`config.mk`:
```
export PLATFORM = sky130hd
export DESIGN_NAME = sss_status_serial
export DESIGN_NICKNAME = d
export VERILOG_FILES = /design/src/hw/sss_pkg.sv /design/src/hw/sss_fifo.sv /design/src/hw/sss_status_serial.sv
export SDC_FILE = /design/constraint.sdc
export NUM_CORES = 1
export LEC_CHECK = 0
export BUFFER_PORTS_ARGS = -buffer_cell sky130_fd_sc_hd__buf_2
export CAP_MARGIN = 10
export CORE_ASPECT_RATIO = 2
export CORE_MARGIN = 5
export CORE_UTILIZATION = 55
export DETAILED_ROUTE_END_ITERATION = 16
export GPL_TIMING_DRIVEN = 0
export HOLD_SLACK_MARGIN = 0.05
export PLACE_DENSITY = 0.75
export SKIP_CTS_REPAIR_TIMING = 1
export SLEW_MARGIN = 20
export SYNTH_ARGS = -nofsm -noshare
export SYNTH_HDL_FRONTEND = slang
export SYNTH_SLANG_ARGS = --single-unit
```
`constraint.sdc`:
```
create_clock -name ref_clk -period 4.48 [get_ports ref_clk]
set_clock_uncertainty 0.05 [all_clocks]
set_input_delay 1.12 -clock ref_clk [delete_from_list [all_inputs] [get_ports ref_clk]]
set_output_delay 1.12 -clock ref_clk [all_outputs]
set_load 0.01 [all_outputs]
```
`src/hw/sss_pkg.sv`:
```
// Constants for the status-reporting and serial-link block.
// Assumes one 25 MHz clock domain.
package sss_pkg;
  localparam int SSS_FIFO_WIDTH = 9;
  localparam int SSS_FIFO_DEPTH = 16;

  // Select codes of the register access port
  localparam logic [3:0] SEL_STATUS_SUMMARY_BYTE = 4'h0;
  localparam logic [3:0] SEL_SERVICE_REQUEST_MASK = 4'h1;
  localparam logic [3:0] SEL_STANDARD_EVENT_FLAGS = 4'h2;
  localparam logic [3:0] SEL_STANDARD_EVENT_MASK = 4'h3;
  localparam logic [3:0] SEL_OPERATION_EVENT_LATCH = 4'h4;
  localparam logic [3:0] SEL_OPERATION_CONDITION_LIVE = 4'h5;
  localparam logic [3:0] SEL_OPERATION_EVENT_MASK = 4'h6;
  localparam logic [3:0] SEL_QUESTIONABLE_EVENT_LATCH = 4'h7;
  localparam logic [3:0] SEL_QUESTIONABLE_CONDITION_LIVE = 4'h8;
  localparam logic [3:0] SEL_QUESTIONABLE_EVENT_MASK = 4'h9;

  // Status summary byte bits
  localparam int STB_OPER = 7;
  localparam int STB_ESB = 5;
  localparam int STB_MAV = 4;
  localparam int STB_QUES = 3;
  localparam int STB_QUEUE = 2;
  localparam int STB_RQS = 6;

  // Standard event flag bits
  localparam int ESR_PON = 7;
  localparam int ESR_CME = 5;
  localparam int ESR_EXE = 4;
  localparam int ESR_DDE = 3;
  localparam int ESR_QYE = 2;
  localparam int ESR_OPC = 0;
  localparam logic [7:0] ESR_RESET = 8'h80;

  // Operation condition bits
  localparam int OPC_CAL = 0;
  localparam int OPC_SETTLE = 1;
  localparam int OPC_RANGE = 2;
  localparam int OPC_MEAS = 4;
  localparam int OPC_TEST = 8;
  localparam int OPC_PROG = 14;

  // Questionable condition bits
  localparam int QC_VOLT = 0;
  localparam int QC_TIME = 2;
  localparam int QC_TEMP = 3;
  localparam int QC_CAL = 7;
  localparam int QC_PRES = 8;
  localparam int QC_WARN = 14;

  localparam int EMUL_REMOTE_BIT = 2;

  localparam logic [7:0] CH_CR = 8'h0d;
  localparam logic [7:0] CH_LF = 8'h0a;
  localparam logic [7:0] CH_XOFF = 8'h13;
  localparam logic [7:0] CH_XON = 8'h11;
  localparam logic [7:0] CH_CTRLC = 8'h03;
  localparam logic [7:0] CH_COLON = 8'h3a;

  localparam logic [15:0] MASK16_RESET = 16'h0000;
  localparam logic [7:0] MASK8_RESET = 8'h00;

  typedef enum logic [2:0]
  {
    TX_DATA = 3'b001,
    TX_CR = 3'b010,
    TX_LF = 3'b100
  } sss_tx_state_t;
endpackage

```
`src/hw/sss_fifo.sv`:
```
// Synchronous FIFO with valid/ready on both sides and a flush.
// Assumes both sides on the same clock.
`timescale 1ns/1ns
module sss_fifo #(
  parameter int WIDTH = 9,
  parameter int DEPTH = 16
) (
  input wire logic clk,
  input wire logic resetn,
  input wire logic flush,
  input wire logic in_valid,
  output logic in_ready,
  input wire logic [WIDTH-1:0] in_data,
  output logic out_valid,
  input wire logic out_ready,
  output logic [WIDTH-1:0] out_data
);
  localparam int AW = $clog2(DEPTH);
  logic [WIDTH-1:0] mem [DEPTH];
  logic [AW-1:0] wr_ptr_reg;
  logic [AW-1:0] rd_ptr_reg;
  logic [AW:0] count_reg;
  logic push;
  logic pop;

  assign in_ready = (count_reg != (AW+1)'(DEPTH));
  assign out_valid = (count_reg != '0);
  assign out_data = mem[rd_ptr_reg];
  assign push = in_valid && in_ready;
  assign pop = out_valid && out_ready;

  always_ff @(posedge clk)
  begin
    if (push)
    begin
      mem[wr_ptr_reg] <= in_data;
    end
  end

  always_ff @(posedge clk or negedge resetn)
  begin
    if (!resetn)
    begin
      wr_ptr_reg <= '0;
      rd_ptr_reg <= '0;
      count_reg <= '0;
    end
    else if (flush)
    begin
      wr_ptr_reg <= '0;
      rd_ptr_reg <= '0;
      count_reg <= '0;
    end
    else
    begin
      if (push)
      begin
        wr_ptr_reg <= wr_ptr_reg + 1'b1;
      end
      if (pop)
      begin
        rd_ptr_reg <= rd_ptr_reg + 1'b1;
      end
      if (push && !pop)
      begin
        count_reg <= count_reg + 1'b1;
      end
      else if (pop && !push)
      begin
        count_reg <= count_reg - 1'b1;
      end
    end
  end
endmodule

```
`src/hw/sss_status_serial.sv`:
```
// Status reporting structure, parser-mode switch and serial link handling.
// Assumes a byte-wide receiver/transmitter and a command engine on ref_clk;
// condition inputs come from elsewhere and are synchronised here.
// Operation
// RL1 - Status bit 7: enabled operation events summary
// RL2 - Status bit 5: enabled standard events summary
// RL3 - Status bit 4: response ready to send
// RL4 - Status bit 3: enabled questionable events summary
// RL5 - Bit 2 error queue; bits 1,0 zero
// RL6 - Power-on flag set; bits 6,1 zero
// RL7 - Bit 5 set on syntax error
// RL8 - Bit 4 execution, bit 3 device errors
// RL9 - Bit 2 set: query with empty output
// RL10 - Bit 0 set on operation complete
// RL11 - Operation bits: calibrating, settling, fast sensor
// RL12 - Bit 4 one; 8 test; 14 program
// RL13 - Questionable bit 0 supply; bit 1 zero
// RL14 - Bit 2 clock unset, bit 3 oven
// RL15 - Bit 7 uncalibrated, bit 8 overrange; others zero
// RL16 - Bit 14 set when parameter ignored
// RL17 - Emulation: colon-led message goes standard parser
// RL18 - Emulation: remote flag set, relay outputs off
// RL19 - Language command switches parser mode
// RL20 - Accept CR or LF; send CR LF
// RL21 - XOFF pauses transmitter until XON
// RL22 - Control-C flushes buffers, disables addressing
// RL23 - Event read clears; condition read harmless
// RL24 - Event latches on condition rising edge
`timescale 1ns/1ns
module sss_status_serial
  import sss_pkg::*;
(
  input wire logic ref_clk,
  input wire logic resetn,
  input wire logic rx_valid,
  input wire logic [7:0] rx_byte,
  input wire logic single_unit,
  output logic tx_valid,
  output logic [7:0] tx_byte,
  input wire logic tx_ready,
  output logic cmd_valid,
  output logic [7:0] cmd_byte,
  output logic cmd_end,
  output logic cmd_to_standard,
  output logic rx_flush,
  output logic addressing_on,
  input wire logic addressing_set,
  input wire logic resp_valid,
  input wire logic [7:0] resp_byte,
  input wire logic resp_last,
  output logic resp_ready,
  input wire logic lang_emulation,
  input wire logic lang_standard,
  output logic emulation_mode,
  output logic [7:0] emul_status_byte0,
  output logic [7:0] relay_strip_output,
  input wire logic ev_cmd_error,
  input wire logic ev_exec_error,
  input wire logic ev_device_error,
  input wire logic ev_query,
  input wire logic ev_opc,
  input wire logic ev_param_ignored,
  input wire logic err_queue_nonempty,
  input wire logic [9:0] cond_pins,
  input wire logic acc_rd,
  input wire logic acc_wr,
  input wire logic [3:0] acc_sel,
  input wire logic [15:0] acc_wdata,
  output logic [15:0] acc_rdata,
  output logic acc_rvalid,
  output logic [7:0] status_summary_byte,
  output logic service_request
);
  logic [9:0] cond_meta_reg;
  logic [9:0] cond_sync_reg;
  logic [15:0] operation_condition_live;
  logic [15:0] questionable_condition_live;
  logic [15:0] oper_prev_reg;
  logic [15:0] ques_prev_reg;
  logic [15:0] operation_event_latch_reg;
  logic [15:0] questionable_event_latch_reg;
  logic [15:0] operation_event_mask_reg;
  logic [15:0] questionable_event_mask_reg;
  logic [7:0] standard_event_flags_reg;
  logic [7:0] standard_event_mask_reg;
  logic [7:0] service_request_mask_reg;
  logic [7:0] status_summary_byte_reg;
  logic [7:0] stb_next;
  logic service_request_reg;
  logic [15:0] acc_rdata_reg;
  logic acc_rvalid_reg;
  logic emulation_mode_reg;
  logic msg_start_reg;
  logic cmd_to_standard_reg;
  logic cmd_valid_reg;
  logic [7:0] cmd_byte_reg;
  logic cmd_end_reg;
  logic rx_flush_reg;
  logic addressing_on_reg;
  logic tx_paused_reg;
  logic tx_valid_reg;
  logic [7:0] tx_byte_reg;
  sss_tx_state_t tx_state_reg;
  logic ctrl_c;
  logic rd_operation_event_latch;
  logic rd_questionable_event_latch;
  logic rd_std_event;
  logic fifo_in_ready;
  logic fifo_out_valid;
  logic fifo_out_ready;
  logic [8:0] fifo_out_data;
  logic can_load;
  logic mav;

  // Only the second stage is read
  always_ff @(posedge ref_clk or negedge resetn)
  begin
    if (!resetn)
    begin
      cond_meta_reg <= '0;
      cond_sync_reg <= '0;
    end
    else
    begin
      cond_meta_reg <= cond_pins;
      cond_sync_reg <= cond_meta_reg;
    end
  end

  always_comb
  begin
    operation_condition_live = '0;
    operation_condition_live[OPC_CAL] = cond_sync_reg[0]; // RL11
    operation_condition_live[OPC_SETTLE] = cond_sync_reg[1]; // RL11
    operation_condition_live[OPC_RANGE] = cond_sync_reg[2]; // RL11
    operation_condition_live[OPC_MEAS] = 1'b1; // RL12
    operation_condition_live[OPC_TEST] = cond_sync_reg[3]; // RL12
    operation_condition_live[OPC_PROG] = cond_sync_reg[4]; // RL12
    questionable_condition_live = '0; // RL15
    questionable_condition_live[QC_VOLT] = cond_sync_reg[5]; // RL13
    questionable_condition_live[QC_TIME] = cond_sync_reg[6]; // RL14
    questionable_condition_live[QC_TEMP] = cond_sync_reg[7]; // RL14
    questionable_condition_live[QC_CAL] = cond_sync_reg[8]; // RL15
    questionable_condition_live[QC_PRES] = cond_sync_reg[9]; // RL15
  end

  assign rd_operation_event_latch = acc_rd && (acc_sel == SEL_OPERATION_EVENT_LATCH);
  assign rd_questionable_event_latch = acc_rd && (acc_sel == SEL_QUESTIONABLE_EVENT_LATCH);
  assign rd_std_event = acc_rd && (acc_sel == SEL_STANDARD_EVENT_FLAGS);

  always_ff @(posedge ref_clk or negedge resetn)
  begin
    if (!resetn)
    begin
      oper_prev_reg <= '0;
      ques_prev_reg <= '0;
    end
    else
    begin
      oper_prev_reg <= operation_condition_live;
      ques_prev_reg <= questionable_condition_live;
    end
  end

  always_ff @(posedge ref_clk or negedge resetn)
  begin
    if (!resetn)
    begin
      operation_event_latch_reg <= '0;
      questionable_event_latch_reg <= '0;
    end
    else
    begin
      operation_event_latch_reg <= (rd_operation_event_latch ? '0 : operation_event_latch_reg) // RL23
        | (operation_condition_live & ~oper_prev_reg); // RL24
      questionable_event_latch_reg <= (rd_questionable_event_latch ? '0 : questionable_event_latch_reg) // RL23
        | (questionable_condition_live & ~ques_prev_reg) // RL24
        | ({15'h0000, ev_param_ignored} << QC_WARN); // RL16
    end
  end

  always_ff @(posedge ref_clk or negedge resetn)
  begin
    if (!resetn)
    begin
      standard_event_flags_reg <= ESR_RESET; // RL6
    end
    else
    begin
      standard_event_flags_reg <= (rd_std_event ? '0 : standard_event_flags_reg)
        | ({7'h00, ev_cmd_error} << ESR_CME) // RL7
        | ({7'h00, ev_exec_error} << ESR_EXE) // RL8
        | ({7'h00, ev_device_error} << ESR_DDE) // RL8
        | ({7'h00, ev_query && !mav} << ESR_QYE) // RL9
        | ({7'h00, ev_opc} << ESR_OPC); // RL10
    end
  end

  always_ff @(posedge ref_clk or negedge resetn)
  begin
    if (!resetn)
    begin
      operation_event_mask_reg <= MASK16_RESET;
      questionable_event_mask_reg <= MASK16_RESET;
      standard_event_mask_reg <= MASK8_RESET;
      service_request_mask_reg <= MASK8_RESET;
    end
    else if (acc_wr)
    begin
      unique case (acc_sel)
        SEL_OPERATION_EVENT_MASK: operation_event_mask_reg <= acc_wdata;
        SEL_QUESTIONABLE_EVENT_MASK: questionable_event_mask_reg <= acc_wdata;
        SEL_STANDARD_EVENT_MASK: standard_event_mask_reg <= acc_wdata[7:0];
        SEL_SERVICE_REQUEST_MASK: service_request_mask_reg <= acc_wdata[7:0];
        default: ;
      endcase
    end
  end

  assign mav = fifo_out_valid || tx_valid_reg || (tx_state_reg != TX_DATA); // RL3

  always_comb
  begin
    stb_next = '0; // RL5
    stb_next[STB_OPER] = |(operation_event_latch_reg & operation_event_mask_reg); // RL1
    stb_next[STB_ESB] = |(standard_event_flags_reg & standard_event_mask_reg); // RL2
    stb_next[STB_MAV] = mav; // RL3
    stb_next[STB_QUES] = |(questionable_event_latch_reg & questionable_event_mask_reg); // RL4
    stb_next[STB_QUEUE] = err_queue_nonempty; // RL5
    stb_next[STB_RQS] = |({stb_next[7], 1'b0, stb_next[5:0]} & service_request_mask_reg);
  end

  always_ff @(posedge ref_clk or negedge resetn)
  begin
    if (!resetn)
    begin
      status_summary_byte_reg <= '0;
      service_request_reg <= 1'b0;
    end
    else
    begin
      status_summary_byte_reg <= stb_next;
      service_request_reg <= stb_next[STB_RQS];
    end
  end

  always_ff @(posedge ref_clk or negedge resetn)
  begin
    if (!resetn)
    begin
      acc_rdata_reg <= '0;
      acc_rvalid_reg <= 1'b0;
    end
    else
    begin
      acc_rvalid_reg <= acc_rd;
      if (acc_rd)
      begin
        unique case (acc_sel)
          SEL_STATUS_SUMMARY_BYTE: acc_rdata_reg <= {8'h00, stb_next};
          SEL_SERVICE_REQUEST_MASK: acc_rdata_reg <= {8'h00, service_request_mask_reg};
          SEL_STANDARD_EVENT_FLAGS: acc_rdata_reg <= {8'h00, standard_event_flags_reg};
          SEL_STANDARD_EVENT_MASK: acc_rdata_reg <= {8'h00, standard_event_mask_reg};
          SEL_OPERATION_EVENT_LATCH: acc_rdata_reg <= operation_event_latch_reg; // RL23
          SEL_OPERATION_CONDITION_LIVE: acc_rdata_reg <= operation_condition_live; // RL23
          SEL_OPERATION_EVENT_MASK: acc_rdata_reg <= operation_event_mask_reg;
          SEL_QUESTIONABLE_EVENT_LATCH: acc_rdata_reg <= questionable_event_latch_reg; // RL23
          SEL_QUESTIONABLE_CONDITION_LIVE: acc_rdata_reg <= questionable_condition_live;
          SEL_QUESTIONABLE_EVENT_MASK: acc_rdata_reg <= questionable_event_mask_reg;
          default: acc_rdata_reg <= '0;
        endcase
      end
    end
  end

  always_ff @(posedge ref_clk or negedge resetn)
  begin
    if (!resetn)
    begin
      emulation_mode_reg <= 1'b0;
    end
    else if (lang_emulation)
    begin
      emulation_mode_reg <= 1'b1; // RL19
    end
    else if (lang_standard)
    begin
      emulation_mode_reg <= 1'b0; // RL19
    end
  end

  assign ctrl_c = rx_valid && (rx_byte == CH_CTRLC) && single_unit;

  always_ff @(posedge ref_clk or negedge resetn)
  begin
    if (!resetn)
    begin
      cmd_valid_reg <= 1'b0;
      cmd_byte_reg <= '0;
      cmd_end_reg <= 1'b0;
      rx_flush_reg <= 1'b0;
      msg_start_reg <= 1'b1;
      cmd_to_standard_reg <= 1'b1;
    end
    else
    begin
      cmd_valid_reg <= 1'b0;
      cmd_end_reg <= 1'b0;
      rx_flush_reg <= 1'b0;
      if (rx_valid)
      begin
        if (rx_byte == CH_CR || rx_byte == CH_LF)
        begin
          cmd_end_reg <= !msg_start_reg; // RL20
          msg_start_reg <= 1'b1;
        end
        else if (ctrl_c)
        begin
          rx_flush_reg <= 1'b1; // RL22
          msg_start_reg <= 1'b1;
        end
        else if (rx_byte != CH_XOFF && rx_byte != CH_XON)
        begin
          cmd_valid_reg <= 1'b1;
          cmd_byte_reg <= rx_byte;
          msg_start_reg <= 1'b0;
          if (msg_start_reg)
          begin
            cmd_to_standard_reg <= !emulation_mode_reg || (rx_byte == CH_COLON); // RL17
          end
        end
      end
    end
  end

  always_ff @(posedge ref_clk or negedge resetn)
  begin
    if (!resetn)
    begin
      addressing_on_reg <= 1'b1;
    end
    else if (ctrl_c)
    begin
      addressing_on_reg <= 1'b0; // RL22
    end
    else if (addressing_set)
    begin
      addressing_on_reg <= 1'b1;
    end
  end

  always_ff @(posedge ref_clk or negedge resetn)
  begin
    if (!resetn)
    begin
      tx_paused_reg <= 1'b0;
    end
    else if (rx_valid && rx_byte == CH_XOFF)
    begin
      tx_paused_reg <= 1'b1; // RL21
    end
    else if ((rx_valid && rx_byte == CH_XON) || ctrl_c)
    begin
      tx_paused_reg <= 1'b0; // RL21
    end
  end

  // Response bytes queue here; a full queue stalls the command engine
  sss_fifo #(
    .WIDTH(SSS_FIFO_WIDTH),
    .DEPTH(SSS_FIFO_DEPTH)
  ) u_resp_fifo (
    .clk(ref_clk),
    .resetn(resetn),
    .flush(ctrl_c), // RL22
    .in_valid(resp_valid && resp_ready),
    .in_ready(fifo_in_ready),
    .in_data({resp_last, resp_byte}),
    .out_valid(fifo_out_valid),
    .out_ready(fifo_out_ready),
    .out_data(fifo_out_data)
  );

  assign can_load = (!tx_valid_reg || tx_ready) && !tx_paused_reg; // RL21
  assign fifo_out_ready = (tx_state_reg == TX_DATA) && can_load;

  // A byte already offered is allowed to finish after XOFF
  always_ff @(posedge ref_clk or negedge resetn)
  begin
    if (!resetn)
    begin
      tx_state_reg <= TX_DATA;
      tx_valid_reg <= 1'b0;
      tx_byte_reg <= '0;
    end
    else if (ctrl_c)
    begin
      tx_state_reg <= TX_DATA; // RL22
      tx_valid_reg <= 1'b0;
    end
    else
    begin
      if (tx_valid_reg && tx_ready)
      begin
        tx_valid_reg <= 1'b0;
      end
      if (can_load)
      begin
        unique case (tx_state_reg)
          TX_DATA:
          begin
            if (fifo_out_valid)
            begin
              tx_valid_reg <= 1'b1;
              tx_byte_reg <= fifo_out_data[7:0];
              if (fifo_out_data[8])
              begin
                tx_state_reg <= TX_CR;
              end
            end
          end
          TX_CR:
          begin
            tx_valid_reg <= 1'b1;
            tx_byte_reg <= CH_CR; // RL20
            tx_state_reg <= TX_LF;
          end
          TX_LF:
          begin
            tx_valid_reg <= 1'b1;
            tx_byte_reg <= CH_LF; // RL20
            tx_state_reg <= TX_DATA;
          end
        endcase
      end
    end
  end

  // Emulated panel status: remote flag follows emulation mode, relays always off
  always_ff @(posedge ref_clk or negedge resetn)
  begin
    if (!resetn)
    begin
      emul_status_byte0 <= '0;
      relay_strip_output <= '0;
    end
    else
    begin
      emul_status_byte0 <= {7'h00, emulation_mode_reg} << EMUL_REMOTE_BIT; // RL18
      relay_strip_output <= '0; // RL18
    end
  end

  always_ff @(posedge ref_clk or negedge resetn)
  begin
    if (!resetn)
    begin
      resp_ready <= 1'b0;
    end
    else
    begin
      resp_ready <= fifo_in_ready && !(resp_valid && resp_ready);
    end
  end

  assign tx_valid = tx_valid_reg;
  assign tx_byte = tx_byte_reg;
  assign cmd_valid = cmd_valid_reg;
  assign cmd_byte = cmd_byte_reg;
  assign cmd_end = cmd_end_reg;
  assign cmd_to_standard = cmd_to_standard_reg;
  assign rx_flush = rx_flush_reg;
  assign addressing_on = addressing_on_reg;
  assign emulation_mode = emulation_mode_reg;
  assign acc_rdata = acc_rdata_reg;
  assign acc_rvalid = acc_rvalid_reg;
  assign status_summary_byte = status_summary_byte_reg;
  assign service_request = service_request_reg;
endmodule

```
# Word-level counts from Yosys, hierarchy flattened
# Memory sizes are Yosys's and may differ from the RTL's.
# Cells that the tools add are included.
[word_totals]
register_bits = 186
latchBits = 0
ramBits = 144
mem_bits_ro = 0
output_inout_bits = 66
wordCells = 179
mem_count = 1
[memory_table]
columns = ["name", "depth", "width", "read_ports", "rd_ports_with_merged_regs", "wr", "line", "text"]
rows = [
  ["u_resp_fifo.mem", 16, 9, 1, 0, 1, "sss_fifo.sv:19", "logic [WIDTH-1:0] mem [DEPTH];"],
]
[classes]
n_addsub = 4
multipliers = 0
n_div = 0
order_cmp = 0
n_eq_ne = 25
shift = 0
n_mux = 43
bitwise_logic = 18
n_reduce_logical = 56
[op_table]
columns = ["operator", "n"]
rows = [
  ["one-hot mux 16 bit (10 select lines)", 1],
  ["AND 16 bit", 2],
  ["two-way mux 16 bit", 2],
  ["OR 16 bit", 2],
  ["OR reduction 16 bit", 2],
  ["two-way mux 1 bit", 24],
  ["one-hot mux 8 bit (3 select lines)", 1],
  ["logical AND 1 bit", 18],
  ["AND 15 x 16 -> 16 bit", 1],
  ["AND 8 bit", 2],
  ["AND 9 x 16 -> 16 bit", 1],
  ["== test 4 x 3 -> 1 bit (second input constant)", 4],
  ["== test 8 x 4 -> 1 bit (second input constant)", 2],
  ["== test 8 x 5 -> 1 bit (second input constant)", 2],
  ["two-way mux 4 bit", 4],
  ["two-way mux 8 bit", 2],
  ["!= test 8 x 5 -> 1 bit (second input constant)", 2],
  ["inverter 15 -> 16 bit", 1],
  ["inverter 9 -> 16 bit", 1],
  ["OR 16 x 15 -> 16 bit", 1],
  ["OR reduction 8 bit", 2],
  ["two-way mux 5 bit", 3],
  ["two-way mux 3 bit", 4],
  ["nonzero test 2 bit", 6],
  ["other kinds (33)", 56],
]

# Logic depth before layout (Yosys ltp)
[depth]
depth_word = 9
mapped_depth = 10
depth_no_buf = 9

# By module
# From an unflattened synthesis, not the netlist that was laid out.
[unflattened]
cells_unflattened = 899
hier_area_um2 = 12969.9
[modules_own_cells]
columns = ["module", "instances", "cells_each", "area_per_inst_um2", "seq_area_each_um2"]
rows = [
  ["sss_fifo", 1, 365, 6502.5, 4649.5],
  ["sss_status_serial", 1, 534, 6467.5, 3759.9],
]

# Worst setup path before layout
# OpenSTA, ideal clock, no wires.
[synth_timing]
kind = "input-to-reg"
startpoint = "in resp_valid"
endpoint = "reg u_resp_fifo.count_reg[4]"
setup_ns = 0.134
t_arrival_ns = 2.991
required_ns = 4.296
path_slack_ns = 1.305
path_stages = 10
n_path_buf = 1
path_cell_list = "nand2_1 a21oi_1 clkbuf_1 nand2b_1 fa_1 a21o_1 a21oi_1 and3_1 o21ai_0 nor3b_1"
[synth_between]
elab_chain_cells = 5
word_cells_on_any_way = 8
[synth_lines]
columns = ["element", "line", "text"]
rows = [
  ["start: declaration", "sss_status_serial.sv:48", "input wire logic resp_valid,"],
  ["logical AND 1 bit *", "sss_status_serial.sv:376", ".in_valid(resp_valid && resp_ready),"],
  ["logical AND 1 bit *", "sss_fifo.sv:29", "assign push = in_valid && in_ready;"],
  ["logical AND 1 bit or logical NOT 1 bit (tied branches)", "sss_fifo.sv:64, sss_fifo.sv:68", ""],
  ["two-way mux 5 bit or logical AND 1 bit (tied branches)", "sss_fifo.sv:64, sss_fifo.sv:68", ""],
  ["two-way mux 5 bit or nonzero test 3 bit (tied branches)", "-", ""],
  ["end signal: assignment", "sss_fifo.sv:66", "count_reg <= count_reg + 1'b1;"],
  ["end signal: assignment", "sss_fifo.sv:70", "count_reg <= count_reg - 1'b1;"],
  ["end: declaration", "sss_fifo.sv:22", "logic [AW:0] count_reg;"],
]
# Every way passes the cells marked *; elsewhere a longest branch is shown, timed or not.
# A chain may end at the register's enable or synchronous reset.

# Worst setup path after layout
[layout_timing]
startpoint = "in acc_sel[2]"
endpoint = "reg questionable_event_mask_reg[8]"
[layout_between]
elab_chain_cells = 2
[layout_lines]
columns = ["element", "line", "text"]
rows = [
  ["start: declaration", "sss_status_serial.sv:67", "input wire logic [3:0] acc_sel,"],
  ["== test 4 bit", "sss_status_serial.sv:210", "unique case (acc_sel)"],
  ["AND reduction 2 bit (no source line)", "-", ""],
  ["end signal: assignment", "sss_status_serial.sv:212", "SEL_QUESTIONABLE_EVENT_MASK: questionable_event_mask_reg <= acc_wdata;"],
  ["end: declaration", "sss_status_serial.sv:83", "logic [15:0] questionable_event_mask_reg;"],
]
# Every way passes these cells.

==> results by group <==
Critical path
  – Crit-path max FO: 10
  – Crit Path Class: input port to flop
  – Worst setup EP type: flop
  – Top delay family on crit path: simple AND/OR/NAND/NOR gates
  – Cell Chain, Critical Path: buf_2 -> nor3b_1 -> and2_1 -> buf_2 -> nand2_1 -> clkbuf_1 -> mux2_2
  – Worst path bufs/invs: 3
  – FF-to-FF setup slack: 1.28 ns
  – CP Data Required Time: 4.85 ns
  – Critical path data arrival time: 3.95 ns
  – CP most frequent cell: buf_2
  – Slowest stage delay, CP: 0.87 ns
  – CP max-delay cell: nor3b_1
  – Worst setup SP type: input port

Synthesis
  – Main combinational cell family by area after synthesis: multiplexers
  – Post-synthesis xor/xnor area fraction: 0.752%
  – Yosys reg bits: 307
  – Register area share after synthesis: 66.5%
  – Fraction of registers with async set/reset: 53.1%
  – Most frequent cells after synthesis: 158 x dfrtp_1, 144 x edfxtp_1, 60 x mux2_2
  – Top cells by area, synth: edfxtp_1 34%, dfrtp_1 31%, mux4_2 7.5%
  – Post-synth top area share: 34.2%
  – Cell area after synthesis: 12,600 um^2
  – Post-synth EDFFs: 144
  – Mux contribution to synthesized area: 14.1%
  – Adder-Cell Fraction of Synth Area: 0.950%
  – Yosys warnings: 0
  – Syn Area/Cell: 15.4 um^2
  – Synth Area in Compound Gates: 7.26%
  – Mapped Cells: 823
  – Most common cell in the synthesized netlist: dfrtp_1
  – Ys flop type: dfrtp_1
  – Netlist cell types: 70
  – Synth area leader: edfxtp_1
  – Area share of and/or/nand/nor cells after synthesis: 7.34%

GRT
  – First-pass GRT wire length: 46,200 um
  – GR peak layer: met2
  – Vias in the first global route: 7,939
  – Met2 Track Usage GR: 43.7%
  – Met1 usage: 25.0%
  – GRT Total Usage: 23.9%
  – GRT overflow: 0
  – Met3 usage: 3.15%
  – Largest net degree at the start of global routing: 88
  – Initial antenna violation count: 2

Clocking
  – H-tree depth: 1
  – CTS tree: built
  – Root Driver: clkbuf_16
  – CTS max path bufs: 3
  – CTS Buf Count: 27
  – Later-pin clock latency in the skew report: 0.55 ns
  – Clock transition at path regs: 0.06 ns
  – Clock Sinks: 307

Die
  – Num rows: 78
  – Total die area: 26,300 um^2
  – I/O pin count: 131
  – Die Ht: 224 um
  – Starting Density: 55.8%
  – Core area: 22,600 um^2
  – Die width: 117 um

Timing
  – RSZ-0062 raised after global routing: false
  – Min cycle time layout: 3.58 ns
  – Fmax: 0.279 GHz
  – Final Hold Viols: 0
  – Final setup vio count: 0
  – Fin Setup TNS: 0 ns
  – Tcrit/Tclk final: 80.0%
  – Worst Setup Slack, final: 0.897 ns
  – Actual slew at the worst max-slew pin: 1.09 ns
  – Final Max Slew Viols: 0
  – Hold WS: 0.296 ns
  – Slew margin rel.: 27.5%

Route
  – Number of nets with antenna violations after routing: 0
  – DR vias: 7,648
  – Drt wl/cell: 24.1 um
  – # DRC: 0
  – Initial DRC count: 742
  – 1st-pass router iterations: 5
  – Drt via density: 5.97
  – Final WL: 30,800 um

Placement
  – HPWL after detailed placement: 22,300 um
  – Placed Cells: 1,232
  – Placer Congestion: 0.993
  – Post-Place Worst Slack: 0.465 ns
  – Port bufs: 112
  – Dpl cell area: 13,600 um^2

Power
  – Pwr dens: 523 nW/um^2
  – Leakage Power: 0.00580 uW
  – Peak supply drop: 497 uV

Cells and area
  – Biggest register: u_resp_fifo.mem
  – Area Growth Syn to Fin: 14.9%
  – Fin cells: 1,282
  – Post-route cell area: 14,500 um^2
  – Layout Nets: 1,055
  – Share of cells above drive strength 1: 29.3%
  – Max FFs per register: 144

Min path
  – Hold crit path type: flop to flop

Job
  – Max-cap violations: 0

Run status
  – Status: finished, final reports clean
-- through the flow --
stage	power, uW	utilization (%)
detailed placement	5370	60.3
global placement	5310	60.1
CTS	7670	64.1
global route	7980	64.1
floorplan	4780	-
finish	7600	64.1
-- layout make-up --
type | count | area (um^2)
multi-input cells | 454 | 3920
repair buffers | 113 | 598
plain buffers | 53 | 283
clock inverters | 19 | 181
inverters | 25 | 93.8
clock buffers | 30 | 687
diodes | 1 | 2.50
flip-flops and latches | 307 | 8410
well taps | 280 | 350
fillers | 1710 | 8120
-- layer usage --
layer / vias up / wire length [um]
met1: 3827 / 10000
met3: 107 / 1660
li1: 3406 / -
met2: 308 / 17000
met4: 0 / 2170
met5: - / 0
-- report_power, final --
part	internal (uW)	total, uW	leakage (uW)	switching (uW)
sequential	3310	3550	0.00322	237
combinational	828	1770	0.00218	940
clock	1280	2290	0.000399	1010
-- worst reg2reg max path, delay by kind of cell (launching register included) --
| kind | cells | cell delay, ns |
|---|---|---|
| AND/OR/NAND/NOR | 4 | 1.05 |
| AO/OA/AOI/OAI | 4 | 1.09 |
| flip-flops | 1 | 0.57 |
| adder cells (fa/ha/maj) | 1 | 0.30 |
-- path summary, 6_finish.rpt --
| check | depth (start not counted) | startpoint | endpoint |
|---|---|---|---|
| min in group asynchronous | 1 | resetn | cond_meta_reg[6] |
| hold reg to reg | 0 | cond_meta_reg[4] | cond_sync_reg[4] |
| hold / removal | 0 | cond_meta_reg[4] | cond_sync_reg[4] |
| setup / recovery | 7 | acc_sel[2] | questionable_event_mask_reg[8] |
| setup reg to reg | 9 | tx_state_reg[0] | u_resp_fifo.count_reg[4] |
| max in group asynchronous | 2 | resetn | msg_start_reg |
-- cells by family (layout without fill, tap and decap cells) --
family / after synthesis / in the layout
other cells: 2 / 19
flops: 307 / 307
mux: 118 / 118
buf+inv: 78 / 240
simple gates: 172 / 172
compound gates: 127 / 127
fa+ha+maj: 9 / 9
xor+xnor: 10 / 10
-- layout by cell type (no fill, tap or decap), types with 6 or more instances in the layout --
master	count
a21o_1	11
a21oi_1	16
a22o_1	7
a22oi_1	23
and2_1	17
buf_1	7
buf_2	118
buf_4	18
clkbuf_1	23
clkbuf_16	27
clkinv_1	7
conb_1	18
dfrtp_1	158
edfxtp_1	144
ha_1	8
inv_1	25
mux2_2	60
mux2i_1	14
mux4_2	42
nand2_1	42
nand3_1	19
nand4_1	6
nor2_1	29
nor2b_1	7
nor3_1	10
o21ai_0	23
o2bb2ai_1	15
(Power assumes the default switching activity.)
